### config.mk
export PLATFORM = sky130hd
export DESIGN_NAME = reset_cause_status
export DESIGN_NICKNAME = d
export VERILOG_FILES = /design/src/core/reset_cause_pkg.sv /design/src/core/cause_flag_reg.sv /design/src/core/irq_status_unit.sv /design/src/core/reset_cause_status.sv
export SDC_FILE = /design/constraint.sdc
export NUM_CORES = 1
export LEC_CHECK = 0
export ABC_AREA = 1
export BUFFER_PORTS_ARGS = -buffer_cell sky130_fd_sc_hd__buf_2
export CAP_MARGIN = 20
export CELL_PAD_IN_SITES_DETAIL_PLACEMENT = 0
export CELL_PAD_IN_SITES_GLOBAL_PLACEMENT = 1
export CORE_ASPECT_RATIO = 0.9
export CORE_MARGIN = 2
export CORE_UTILIZATION = 38
export DETAILED_ROUTE_END_ITERATION = 12
export PLACE_DENSITY = 0.93
export SYNTH_ARGS = -nofsm -noshare
export SYNTH_HDL_FRONTEND = slang
export SYNTH_SLANG_ARGS = --single-unit
### constraint.sdc
create_clock -name sys_clk -period 4.8 [get_ports sys_clk]
set_clock_uncertainty 0.2 [all_clocks]
set_input_delay 0.24 -clock sys_clk [delete_from_list [all_inputs] [get_ports sys_clk]]
set_output_delay 0.24 -clock sys_clk [all_outputs]
set_load 0.02 [all_outputs]
### src/core/reset_cause_pkg.sv
// holds the register map, field positions, reset values and shared types
// of the reset-cause status block; assumes a 32-bit AXI4-Lite register bus
package reset_cause_pkg;

    // ------------------------------------------------------------
    // bus geometry
    // ------------------------------------------------------------
    localparam int ADDR_W = 8;
    localparam int DATA_W = 32;
    localparam int STRB_W = 4;

    localparam logic [ADDR_W-1:0] CAUSE_OFFSET = 8'h00;
    localparam logic [ADDR_W-1:0] IRQ_STATUS_OFFSET = 8'h04;
    localparam logic [ADDR_W-1:0] IRQ_MASK_OFFSET = 8'h08;

    localparam logic [1:0] RESP_OKAY = 2'h0;
    localparam logic [1:0] RESP_SLVERR = 2'h2;

    // ------------------------------------------------------------
    // reset-cause register fields
    // ------------------------------------------------------------
    localparam int POWER_ON_BIT = 0;
    localparam int BROWNOUT_BIT = 1;
    localparam int IDLE_WAKE_BIT = 2;
    localparam int SLEEP_WAKE_BIT = 3;
    localparam int WATCHDOG_BIT = 4;
    localparam int SOFTWARE_RESET_BIT = 6;
    localparam int EXTERNAL_PIN_BIT = 7;
    localparam int REGULATOR_KEEP_ON_BIT = 8;
    localparam int CONFIG_MISMATCH_BIT = 9;
    localparam int HIGH_VOLTAGE_BIT = 29;

    // implemented bits: 29, 9..6, 4..0
    localparam logic [DATA_W-1:0] CAUSE_IMPL_MASK = 32'h2000_03DF;
    // bits that hardware may set (all flags, not the regulator control)
    localparam logic [DATA_W-1:0] CAUSE_HWSET_MASK = 32'h2000_02DF;
    // power-on and brown-out flags come up set
    localparam logic [DATA_W-1:0] CAUSE_RESET_VAL = 32'h0000_0003;

    localparam logic [DATA_W-1:0] IRQ_RESET_VAL = 32'h0000_0000;

    // ------------------------------------------------------------
    // types
    // ------------------------------------------------------------
    typedef struct packed {
        logic powerOn;
        logic brownout;
        logic highVoltage;
        logic configMismatch;
        logic externalPin;
        logic softwareReset;
        logic watchdogTimeout;
        logic wakeFromSleep;
        logic wakeFromIdle;
    } cause_events_t;

    typedef enum logic [0:0] {WR_COLLECT, WR_RESP} wr_state_t;
    typedef enum logic [0:0] {RD_IDLE, RD_DATA} rd_state_t;

    // ------------------------------------------------------------
    // helpers
    // ------------------------------------------------------------
    function automatic logic [DATA_W-1:0] laneMask(input logic [STRB_W-1:0] strb);
        logic [DATA_W-1:0] m;
        m = '0;
        for (int i = 0; i < STRB_W; i++) begin
            m[i*8 +: 8] = {8{strb[i]}};
        end
        return m;
    endfunction : laneMask

    function automatic logic isMapped(input logic [ADDR_W-1:0] addr);
        return (addr == CAUSE_OFFSET) || (addr == IRQ_STATUS_OFFSET) || (addr == IRQ_MASK_OFFSET);
    endfunction : isMapped

    function automatic logic [DATA_W-1:0] eventVector(input cause_events_t e);
        logic [DATA_W-1:0] v;
        v = '0;
        v[POWER_ON_BIT] = e.powerOn;
        v[BROWNOUT_BIT] = e.brownout;
        v[IDLE_WAKE_BIT] = e.wakeFromIdle;
        v[SLEEP_WAKE_BIT] = e.wakeFromSleep;
        v[WATCHDOG_BIT] = e.watchdogTimeout;
        v[SOFTWARE_RESET_BIT] = e.softwareReset;
        v[EXTERNAL_PIN_BIT] = e.externalPin;
        v[CONFIG_MISMATCH_BIT] = e.configMismatch;
        v[HIGH_VOLTAGE_BIT] = e.highVoltage;
        return v;
    endfunction : eventVector

endpackage : reset_cause_pkg

### src/core/cause_flag_reg.sv
// holds the reset-cause flag register: hardware-set flags that software
// may also write; assumes write enable and lane mask from the bus slave
`timescale 1ns/10ps

module cause_flag_reg
    import reset_cause_pkg::*;
(
    // clock and reset
    input wire logic sys_clk,
    input wire logic rst_b,
    // hardware set pulses, one per bit
    input wire logic [DATA_W-1:0] hwSet,
    // software write
    input wire logic wrEn,
    input wire logic [DATA_W-1:0] wrData,
    input wire logic [DATA_W-1:0] wrLanes,
    // register contents
    output logic [DATA_W-1:0] value_r
);

    logic [DATA_W-1:0] value_nxt;

    always_comb begin
        value_nxt = value_r;
        if (wrEn) begin
            value_nxt = (value_r & ~wrLanes) | (wrData & wrLanes);
        end
        // a set in the same cycle as a software write still lands
        value_nxt = (value_nxt | (hwSet & CAUSE_HWSET_MASK)) & CAUSE_IMPL_MASK;
    end

    always_ff @(posedge sys_clk) begin
        if (!rst_b) begin
            value_r <= CAUSE_RESET_VAL;
        end else begin
            value_r <= value_nxt;
        end
    end

endmodule : cause_flag_reg

### src/core/irq_status_unit.sv
// holds the sticky interrupt status (write one to clear), its mask and the
// level interrupt output; assumes one-cycle event pulses from the event inputs
`timescale 1ns/10ps

module irq_status_unit
    import reset_cause_pkg::*;
(
    // clock and reset
    input wire logic sys_clk,
    input wire logic rst_b,
    // events
    input wire logic [DATA_W-1:0] hwSet,
    // software access
    input wire logic statusWrEn,
    input wire logic maskWrEn,
    input wire logic [DATA_W-1:0] wrData,
    input wire logic [DATA_W-1:0] wrLanes,
    // state
    output logic [DATA_W-1:0] status_r,
    output logic [DATA_W-1:0] mask_r,
    output logic irq_r
);

    logic [DATA_W-1:0] status_nxt;
    logic [DATA_W-1:0] mask_nxt;

    always_comb begin
        status_nxt = status_r;
        if (statusWrEn) begin
            status_nxt = status_r & ~(wrData & wrLanes);
        end
        // set wins over a clear in the same cycle
        status_nxt = (status_nxt | hwSet) & CAUSE_HWSET_MASK;
        mask_nxt = mask_r;
        if (maskWrEn) begin
            mask_nxt = ((mask_r & ~wrLanes) | (wrData & wrLanes)) & CAUSE_HWSET_MASK;
        end
    end

    always_ff @(posedge sys_clk) begin
        if (!rst_b) begin
            status_r <= IRQ_RESET_VAL;
            mask_r <= IRQ_RESET_VAL;
            irq_r <= 1'b0;
        end else begin
            status_r <= status_nxt;
            mask_r <= mask_nxt;
            // computed from next values so the line tracks status without lag
            irq_r <= |(status_nxt & mask_nxt);
        end
    end

endmodule : irq_status_unit

### src/core/reset_cause_status.sv
// top of the reset-cause and wake-cause status block with its AXI4-Lite slave
// assumes event inputs are one-cycle pulses synchronous to sys_clk
//
// What this block does
// - high-voltage reset sets bit 29, else zero
// - configuration mismatch reset sets bit 9
// - bit 8 keeps regulator on in Sleep
// - master-clear pin reset sets bit 7
// - software reset sets bit 6, else zero
// - watchdog time-out sets bit 4
// - wake from Sleep sets bit 3
// - wake from Idle sets bit 2
// - brown-out sets bit 1, one after power-on
// - power-on sets bit 0, one after power-on
// - power-on, brown-out flags stay until software clears
// - unimplemented bits read zero, ignore writes
// - flags writable; reset all zero except bits 1,0
//
// Decided for this implementation: register access over AXI4-Lite and the placing of the registers.
`timescale 1ns/10ps

module reset_cause_status
    import reset_cause_pkg::*;
(
    // clock and reset
    input wire logic sys_clk,
    input wire logic rst_b,
    // hardware cause events
    input wire cause_events_t hwEvents,
    // AXI4-Lite write address
    input wire logic [ADDR_W-1:0] awaddr,
    input wire logic awvalid,
    output logic awready,
    // AXI4-Lite write data
    input wire logic [DATA_W-1:0] wdata,
    input wire logic [STRB_W-1:0] wstrb,
    input wire logic wvalid,
    output logic wready,
    // AXI4-Lite write response
    output logic [1:0] bresp,
    output logic bvalid,
    input wire logic bready,
    // AXI4-Lite read address
    input wire logic [ADDR_W-1:0] araddr,
    input wire logic arvalid,
    output logic arready,
    // AXI4-Lite read data
    output logic [DATA_W-1:0] rdata,
    output logic [1:0] rresp,
    output logic rvalid,
    input wire logic rready,
    // block outputs
    output logic regulatorSleepKeepOn,
    output logic irq
);

    // ------------------------------------------------------------
    // declarations
    // ------------------------------------------------------------
    wr_state_t wrState_r;
    rd_state_t rdState_r;

    logic awready_r;
    logic wready_r;
    logic bvalid_r;
    logic [1:0] bresp_r;
    logic awHeld_r;
    logic wHeld_r;
    logic [ADDR_W-1:0] awAddr_r;
    logic [DATA_W-1:0] wData_r;
    logic [STRB_W-1:0] wStrb_r;

    logic arready_r;
    logic rvalid_r;
    logic [1:0] rresp_r;
    logic [DATA_W-1:0] rdata_r;

    logic awTaken;
    logic wTaken;
    logic haveAw;
    logic haveW;
    logic wrGo;
    logic [ADDR_W-1:0] wrAddr;
    logic [DATA_W-1:0] wrData;
    logic [DATA_W-1:0] wrLanes;
    logic causeWrEn;
    logic statusWrEn;
    logic maskWrEn;

    logic [DATA_W-1:0] eventBits;
    logic [DATA_W-1:0] causeValue;
    logic [DATA_W-1:0] irqStatus;
    logic [DATA_W-1:0] irqMask;
    logic irqLine;
    logic [DATA_W-1:0] readWord;

    // ------------------------------------------------------------
    // event collection
    // ------------------------------------------------------------
    // each documented cause lands on its own flag position
    assign eventBits = eventVector(hwEvents);

    // ------------------------------------------------------------
    // write path decode
    // ------------------------------------------------------------
    // address and data may arrive in either order or together; the held
    // copy is used when one came earlier than the other
    assign awTaken = awvalid && awready_r;
    assign wTaken = wvalid && wready_r;
    assign haveAw = awHeld_r || awTaken;
    assign haveW = wHeld_r || wTaken;
    assign wrGo = (wrState_r == WR_COLLECT) && haveAw && haveW;
    assign wrAddr = awHeld_r ? awAddr_r : awaddr;
    assign wrData = wHeld_r ? wData_r : wdata;
    assign wrLanes = laneMask(wHeld_r ? wStrb_r : wstrb);

    // ------------------------------------------------------------
    // write target decode
    // ------------------------------------------------------------
    // an unmapped address selects no register; it only gets an error response
    always_comb begin
        causeWrEn = 1'b0;
        statusWrEn = 1'b0;
        maskWrEn = 1'b0;
        if (wrGo) begin
            case (wrAddr)
                CAUSE_OFFSET: begin
                    causeWrEn = 1'b1;
                end
                IRQ_STATUS_OFFSET: begin
                    statusWrEn = 1'b1;
                end
                IRQ_MASK_OFFSET: begin
                    maskWrEn = 1'b1;
                end
                default: begin
                    causeWrEn = 1'b0;
                end
            endcase
        end
    end

    // ------------------------------------------------------------
    // write channel handshakes
    // ------------------------------------------------------------
    always_ff @(posedge sys_clk) begin
        if (!rst_b) begin
            wrState_r <= WR_COLLECT;
            awready_r <= 1'b0;
            wready_r <= 1'b0;
            awHeld_r <= 1'b0;
            wHeld_r <= 1'b0;
        end else begin
            case (wrState_r)
                WR_COLLECT: begin
                    if (wrGo) begin
                        wrState_r <= WR_RESP;
                        awready_r <= 1'b0;
                        wready_r <= 1'b0;
                        awHeld_r <= 1'b0;
                        wHeld_r <= 1'b0;
                    end else begin
                        awHeld_r <= haveAw;
                        wHeld_r <= haveW;
                        awready_r <= !haveAw;
                        wready_r <= !haveW;
                    end
                end
                WR_RESP: begin
                    if (bready) begin
                        wrState_r <= WR_COLLECT;
                        awready_r <= 1'b1;
                        wready_r <= 1'b1;
                    end
                end
                default: begin
                    wrState_r <= WR_COLLECT;
                end
            endcase
        end
    end

    // ------------------------------------------------------------
    // write response
    // ------------------------------------------------------------
    // the response stands until the master takes it, whatever it carries
    always_ff @(posedge sys_clk) begin
        if (!rst_b) begin
            bvalid_r <= 1'b0;
            bresp_r <= RESP_OKAY;
        end else begin
            if (wrGo) begin
                bvalid_r <= 1'b1;
                bresp_r <= isMapped(wrAddr) ? RESP_OKAY : RESP_SLVERR;
            end else if (bvalid_r && bready) begin
                bvalid_r <= 1'b0;
            end
        end
    end

    // ------------------------------------------------------------
    // write payload capture
    // ------------------------------------------------------------
    always_ff @(posedge sys_clk) begin
        if (!rst_b) begin
            awAddr_r <= '0;
            wData_r <= '0;
            wStrb_r <= '0;
        end else begin
            if (awTaken) begin
                awAddr_r <= awaddr;
            end
            if (wTaken) begin
                wData_r <= wdata;
                wStrb_r <= wstrb;
            end
        end
    end

    // ------------------------------------------------------------
    // register read mux
    // ------------------------------------------------------------
    // irq status and mask already hold bit 8 and unused bits at zero
    always_comb begin
        readWord = '0;
        case (araddr)
            CAUSE_OFFSET: begin
                readWord = causeValue & CAUSE_IMPL_MASK;
            end
            IRQ_STATUS_OFFSET: begin
                readWord = irqStatus;
            end
            IRQ_MASK_OFFSET: begin
                readWord = irqMask;
            end
            default: begin
                readWord = '0;
            end
        endcase
    end

    // ------------------------------------------------------------
    // read channel
    // ------------------------------------------------------------
    // a read in the same cycle as a write returns the value before it
    always_ff @(posedge sys_clk) begin
        if (!rst_b) begin
            rdState_r <= RD_IDLE;
            arready_r <= 1'b0;
            rvalid_r <= 1'b0;
            rresp_r <= RESP_OKAY;
            rdata_r <= '0;
        end else begin
            case (rdState_r)
                RD_IDLE: begin
                    if (arvalid && arready_r) begin
                        rdState_r <= RD_DATA;
                        arready_r <= 1'b0;
                        rvalid_r <= 1'b1;
                        rresp_r <= isMapped(araddr) ? RESP_OKAY : RESP_SLVERR;
                        rdata_r <= readWord;
                    end else begin
                        arready_r <= 1'b1;
                    end
                end
                RD_DATA: begin
                    if (rready) begin
                        rdState_r <= RD_IDLE;
                        rvalid_r <= 1'b0;
                        arready_r <= 1'b1;
                    end
                end
                default: begin
                    rdState_r <= RD_IDLE;
                end
            endcase
        end
    end

    // ------------------------------------------------------------
    // register instances
    // ------------------------------------------------------------
    cause_flag_reg causeReg (
        .sys_clk(sys_clk),
        .rst_b(rst_b),
        .hwSet(eventBits),
        .wrEn(causeWrEn),
        .wrData(wrData),
        .wrLanes(wrLanes),
        .value_r(causeValue)
    );

    irq_status_unit irqUnit (
        .sys_clk(sys_clk),
        .rst_b(rst_b),
        .hwSet(eventBits),
        .statusWrEn(statusWrEn),
        .maskWrEn(maskWrEn),
        .wrData(wrData),
        .wrLanes(wrLanes),
        .status_r(irqStatus),
        .mask_r(irqMask),
        .irq_r(irqLine)
    );

    // ------------------------------------------------------------
    // outputs
    // ------------------------------------------------------------
    assign awready = awready_r;
    assign wready = wready_r;
    assign bvalid = bvalid_r;
    assign bresp = bresp_r;
    assign arready = arready_r;
    assign rvalid = rvalid_r;
    assign rresp = rresp_r;
    assign rdata = rdata_r;
    assign regulatorSleepKeepOn = causeValue[REGULATOR_KEEP_ON_BIT];
    assign irq = irqLine;

endmodule : reset_cause_status

==> out/results.txt <==
post-CTS sizing -> 0
first drt pass iteration count -> 5
Final #Nets -> 688
first-pass GRT wire length -> 14500 um
RSZ-0062 raised after global routing -> false
remaining global-route overflow -> 0
CTS root buf -> clkbuf_8
worst path arrival time -> 2.78 ns
FILL cells -> 965
CTS Buf Count -> 9
dpl cell area -> 3880 um^2
Post-CTS Hold Buffers -> 29
FP Rows -> 33
Post-Syn Instances -> 537
die width -> 107 um
Yosys cell types -> 35
CTS Sinks -> 71
startpoint types -> register
post-route cell area -> 4390 um^2
Post-Layout Cell Count -> 747
final hold viol count -> 0
largest net degree at the start of global routing -> 37
outcome -> complete, no violations
Mapped Area -> 3610 um^2
placed cell count -> 701
worst rel slew slack -> 0.502
synthesis-to-layout area growth -> 21.5%
I/O Pins -> 111
GRT Total Usage -> 0.179
Reg area -> 1420 um^2
DRC errors left -> 0
FMAX -> 366 MHz
post-route setup slack -> 2.07 ns
min Tclk post-route -> 2.73 ns
setup violators final -> 0
First DRT Iteration DRCs -> 163
Top FF cell, synth -> dfxtp_1
Die ar. -> 10300 um^2
Syn. warnings -> 0
footprint of the multi-input gates -> 1660 um^2
Vias -> 3460
Hold WS -> 0.00848 ns
Core Box Area -> 9170 um^2
Vert. Die Dim -> 96.5 um
area leader, netlist -> dfxtp_1
Total Wirelength -> 8890 um
via-per-instance ratio -> 4.63
HPWL after detailed placement -> 6190 um
vias in the first global route -> 3181
main area contributors after synthesis -> dfxtp_1 (39%), nand2_1 (12%), inv_1 (8.0%)
clk slew on worst S/H paths -> 0.08 ns
CP endpoint kind -> register
Leak -> 2.06 nW
crit share post-route -> 0.569
CP Class -> reg -> reg
CP required -> 4.85 ns
Peak VDD IR -> 0.121 mV
worst hold path depth -> 3
FF+latch count, synth -> 71
pre-CTS setup slack -> 2.05 ns
Synth async-reset ratio -> 0
antenna-violating nets left -> 0
Util after Layout -> 0.479
Synth top area share -> 0.393
pin slew with the least headroom to its limit -> 0.746 ns
Mean Syn Cell Area -> 6.73 um^2
drt wl/cell -> 11.9 um
EDFF count, synth -> 0
share of post-route cells with drive strength above 1 -> 0.162
CP max FO -> 20
Final Wtd Congestion -> 0.792
postcts setup bufs -> 0
Worst Hold Class -> in -> reg
PD cells -> 305 nW/um^2
Longest Clk Path Bufs -> 2
Max-cap violations -> 0
worst skew pair latency -> 0.35 ns
port bufs -> 63
total power -> 1.34 mW
Antenna Cells -> 0
antenna violations before repair -> 0
setup TNS -> 0 ns
worst-case reg-to-reg path depth -> 11
CTS H-Tree Depth -> 3
sequential cell area fraction in the yosys report -> 0.393
final number of max-transition violations -> 0
CTS tree -> yes
Starting Density -> 0.394
[report_power, final]
part | internal, mW | leakage (nW) | total (mW) | switching (mW)
Combinational | 0.0774 | 1.38 | 0.216 | 0.138
Clock | 0.253 | 0.0916 | 0.481 | 0.228
Sequential | 0.621 | 0.583 | 0.642 | 0.0206
Total | 0.952 | 2.06 | 1.34 | 0.386
[per-layer routing]
| layer | vias up | global-route usage | routed length, um |
|---|---|---|---|
| met4 | 0 | 0.0660 | 180 |
| met5 | - | 0 | 0 |
| li1 | 1818 | - | - |
| met1 | 1531 | 0.216 | 4040 |
| met3 | 17 | 0.0369 | 488 |
| met2 | 94 | 0.318 | 4190 |
[critical path: stages, from the launching register on]
cell	delay, ns
dfxtp_1	0.35
nand2_1	0.35
inv_2	0.30
nor2_1	0.11
nor2_4	0.40
inv_2	0.12
nor2_2	0.19
nand2_2	0.21
nand2_1	0.11
o21ai_1	0.06
o21ai_0	0.16
inv_1	0.05
[kinds of logic after synthesis]
kind of cell	after synthesis	synth area share
AOI/OAI and AO/OA	124	0.185
and+or+nand+nor	212	0.249
buffers and inverters	129	0.171
DFF	71	0.393
other	1	0.00104
[flip-flops by register name, summed over array words and instances (netlist names), named ones only]
register	count
bresp	1
irqUnit.irq_r	1
irqUnit.mask_r	9
awready	1
wready	1
wHeld_r	1
irqUnit.status_r	9
rdState_r	1
causeReg.value_r	9
awAddr_r	8
rdata	10
bvalid	1
rvalid	1
wData_r	10
wStrb_r	3
rresp	1
wrState_r	1
awHeld_r	1
arready	1
[synthesized netlist by cell type (5+ instances only)]
cell      number
nand2_1      113
a21oi_1       41
clkbuf_1      10
buf_4         27
inv_2          5
inv_1         77
o21ai_0       47
nor2_1        62
dfxtp_1       71
nand3_1       10
nand4_1       12
o22ai_1        7
nand2_2        6
o21ai_1       16
[final cells by class]
| class | count | area share |
|---|---|---|
| clock buffers | 11 | 0.0322 |
| clock inverters | 5 | 0.0131 |
| inverters | 85 | 0.0743 |
| multi-input cells | 360 | 0.378 |
| flip-flops and latches | 71 | 0.324 |
| well taps | 122 | 0.0347 |
| repair buffers | 93 | 0.144 |
[final timing paths]
path | start | end | slack (ns)
worst min register to register | wData_r[9]$_SDFFE_PN0P_ | wData_r[9]$_SDFFE_PN0P_ | 0.25
worst max-delay path | wready$_SDFFE_PN0P_ | causeReg.value_r[2]$_SDFF_PN0_ | 2.07
worst max register to register | wready$_SDFFE_PN0P_ | causeReg.value_r[2]$_SDFF_PN0_ | 2.07
worst min-delay path | wstrb[3] | wStrb_r[3]$_SDFFE_PN0P_ | 0.008
[cells in the final DEF (no fill, tap or decap), drive strengths merged]
cell type	synthesis	layout
nand2	119	119
inv	84	84
dfxtp	71	71
nor2	66	66
o21ai	65	65
buf	34	64
a21oi	42	42
dlygate4sd3	0	29
conb	1	24
nand4	12	12
nand3	11	11
clkbuf	10	11
o22ai	7	7
o21bai	3	3
clkinvlp	0	3
or2	3	3
o2111ai	2	2
o221ai	2	2
clkinv	1	2
nor3	1	1
o211ai	1	1
a211oi	1	1
a31oi	1	1
bufinv	0	1
Note: power is estimated with default switching activity, not from simulation.
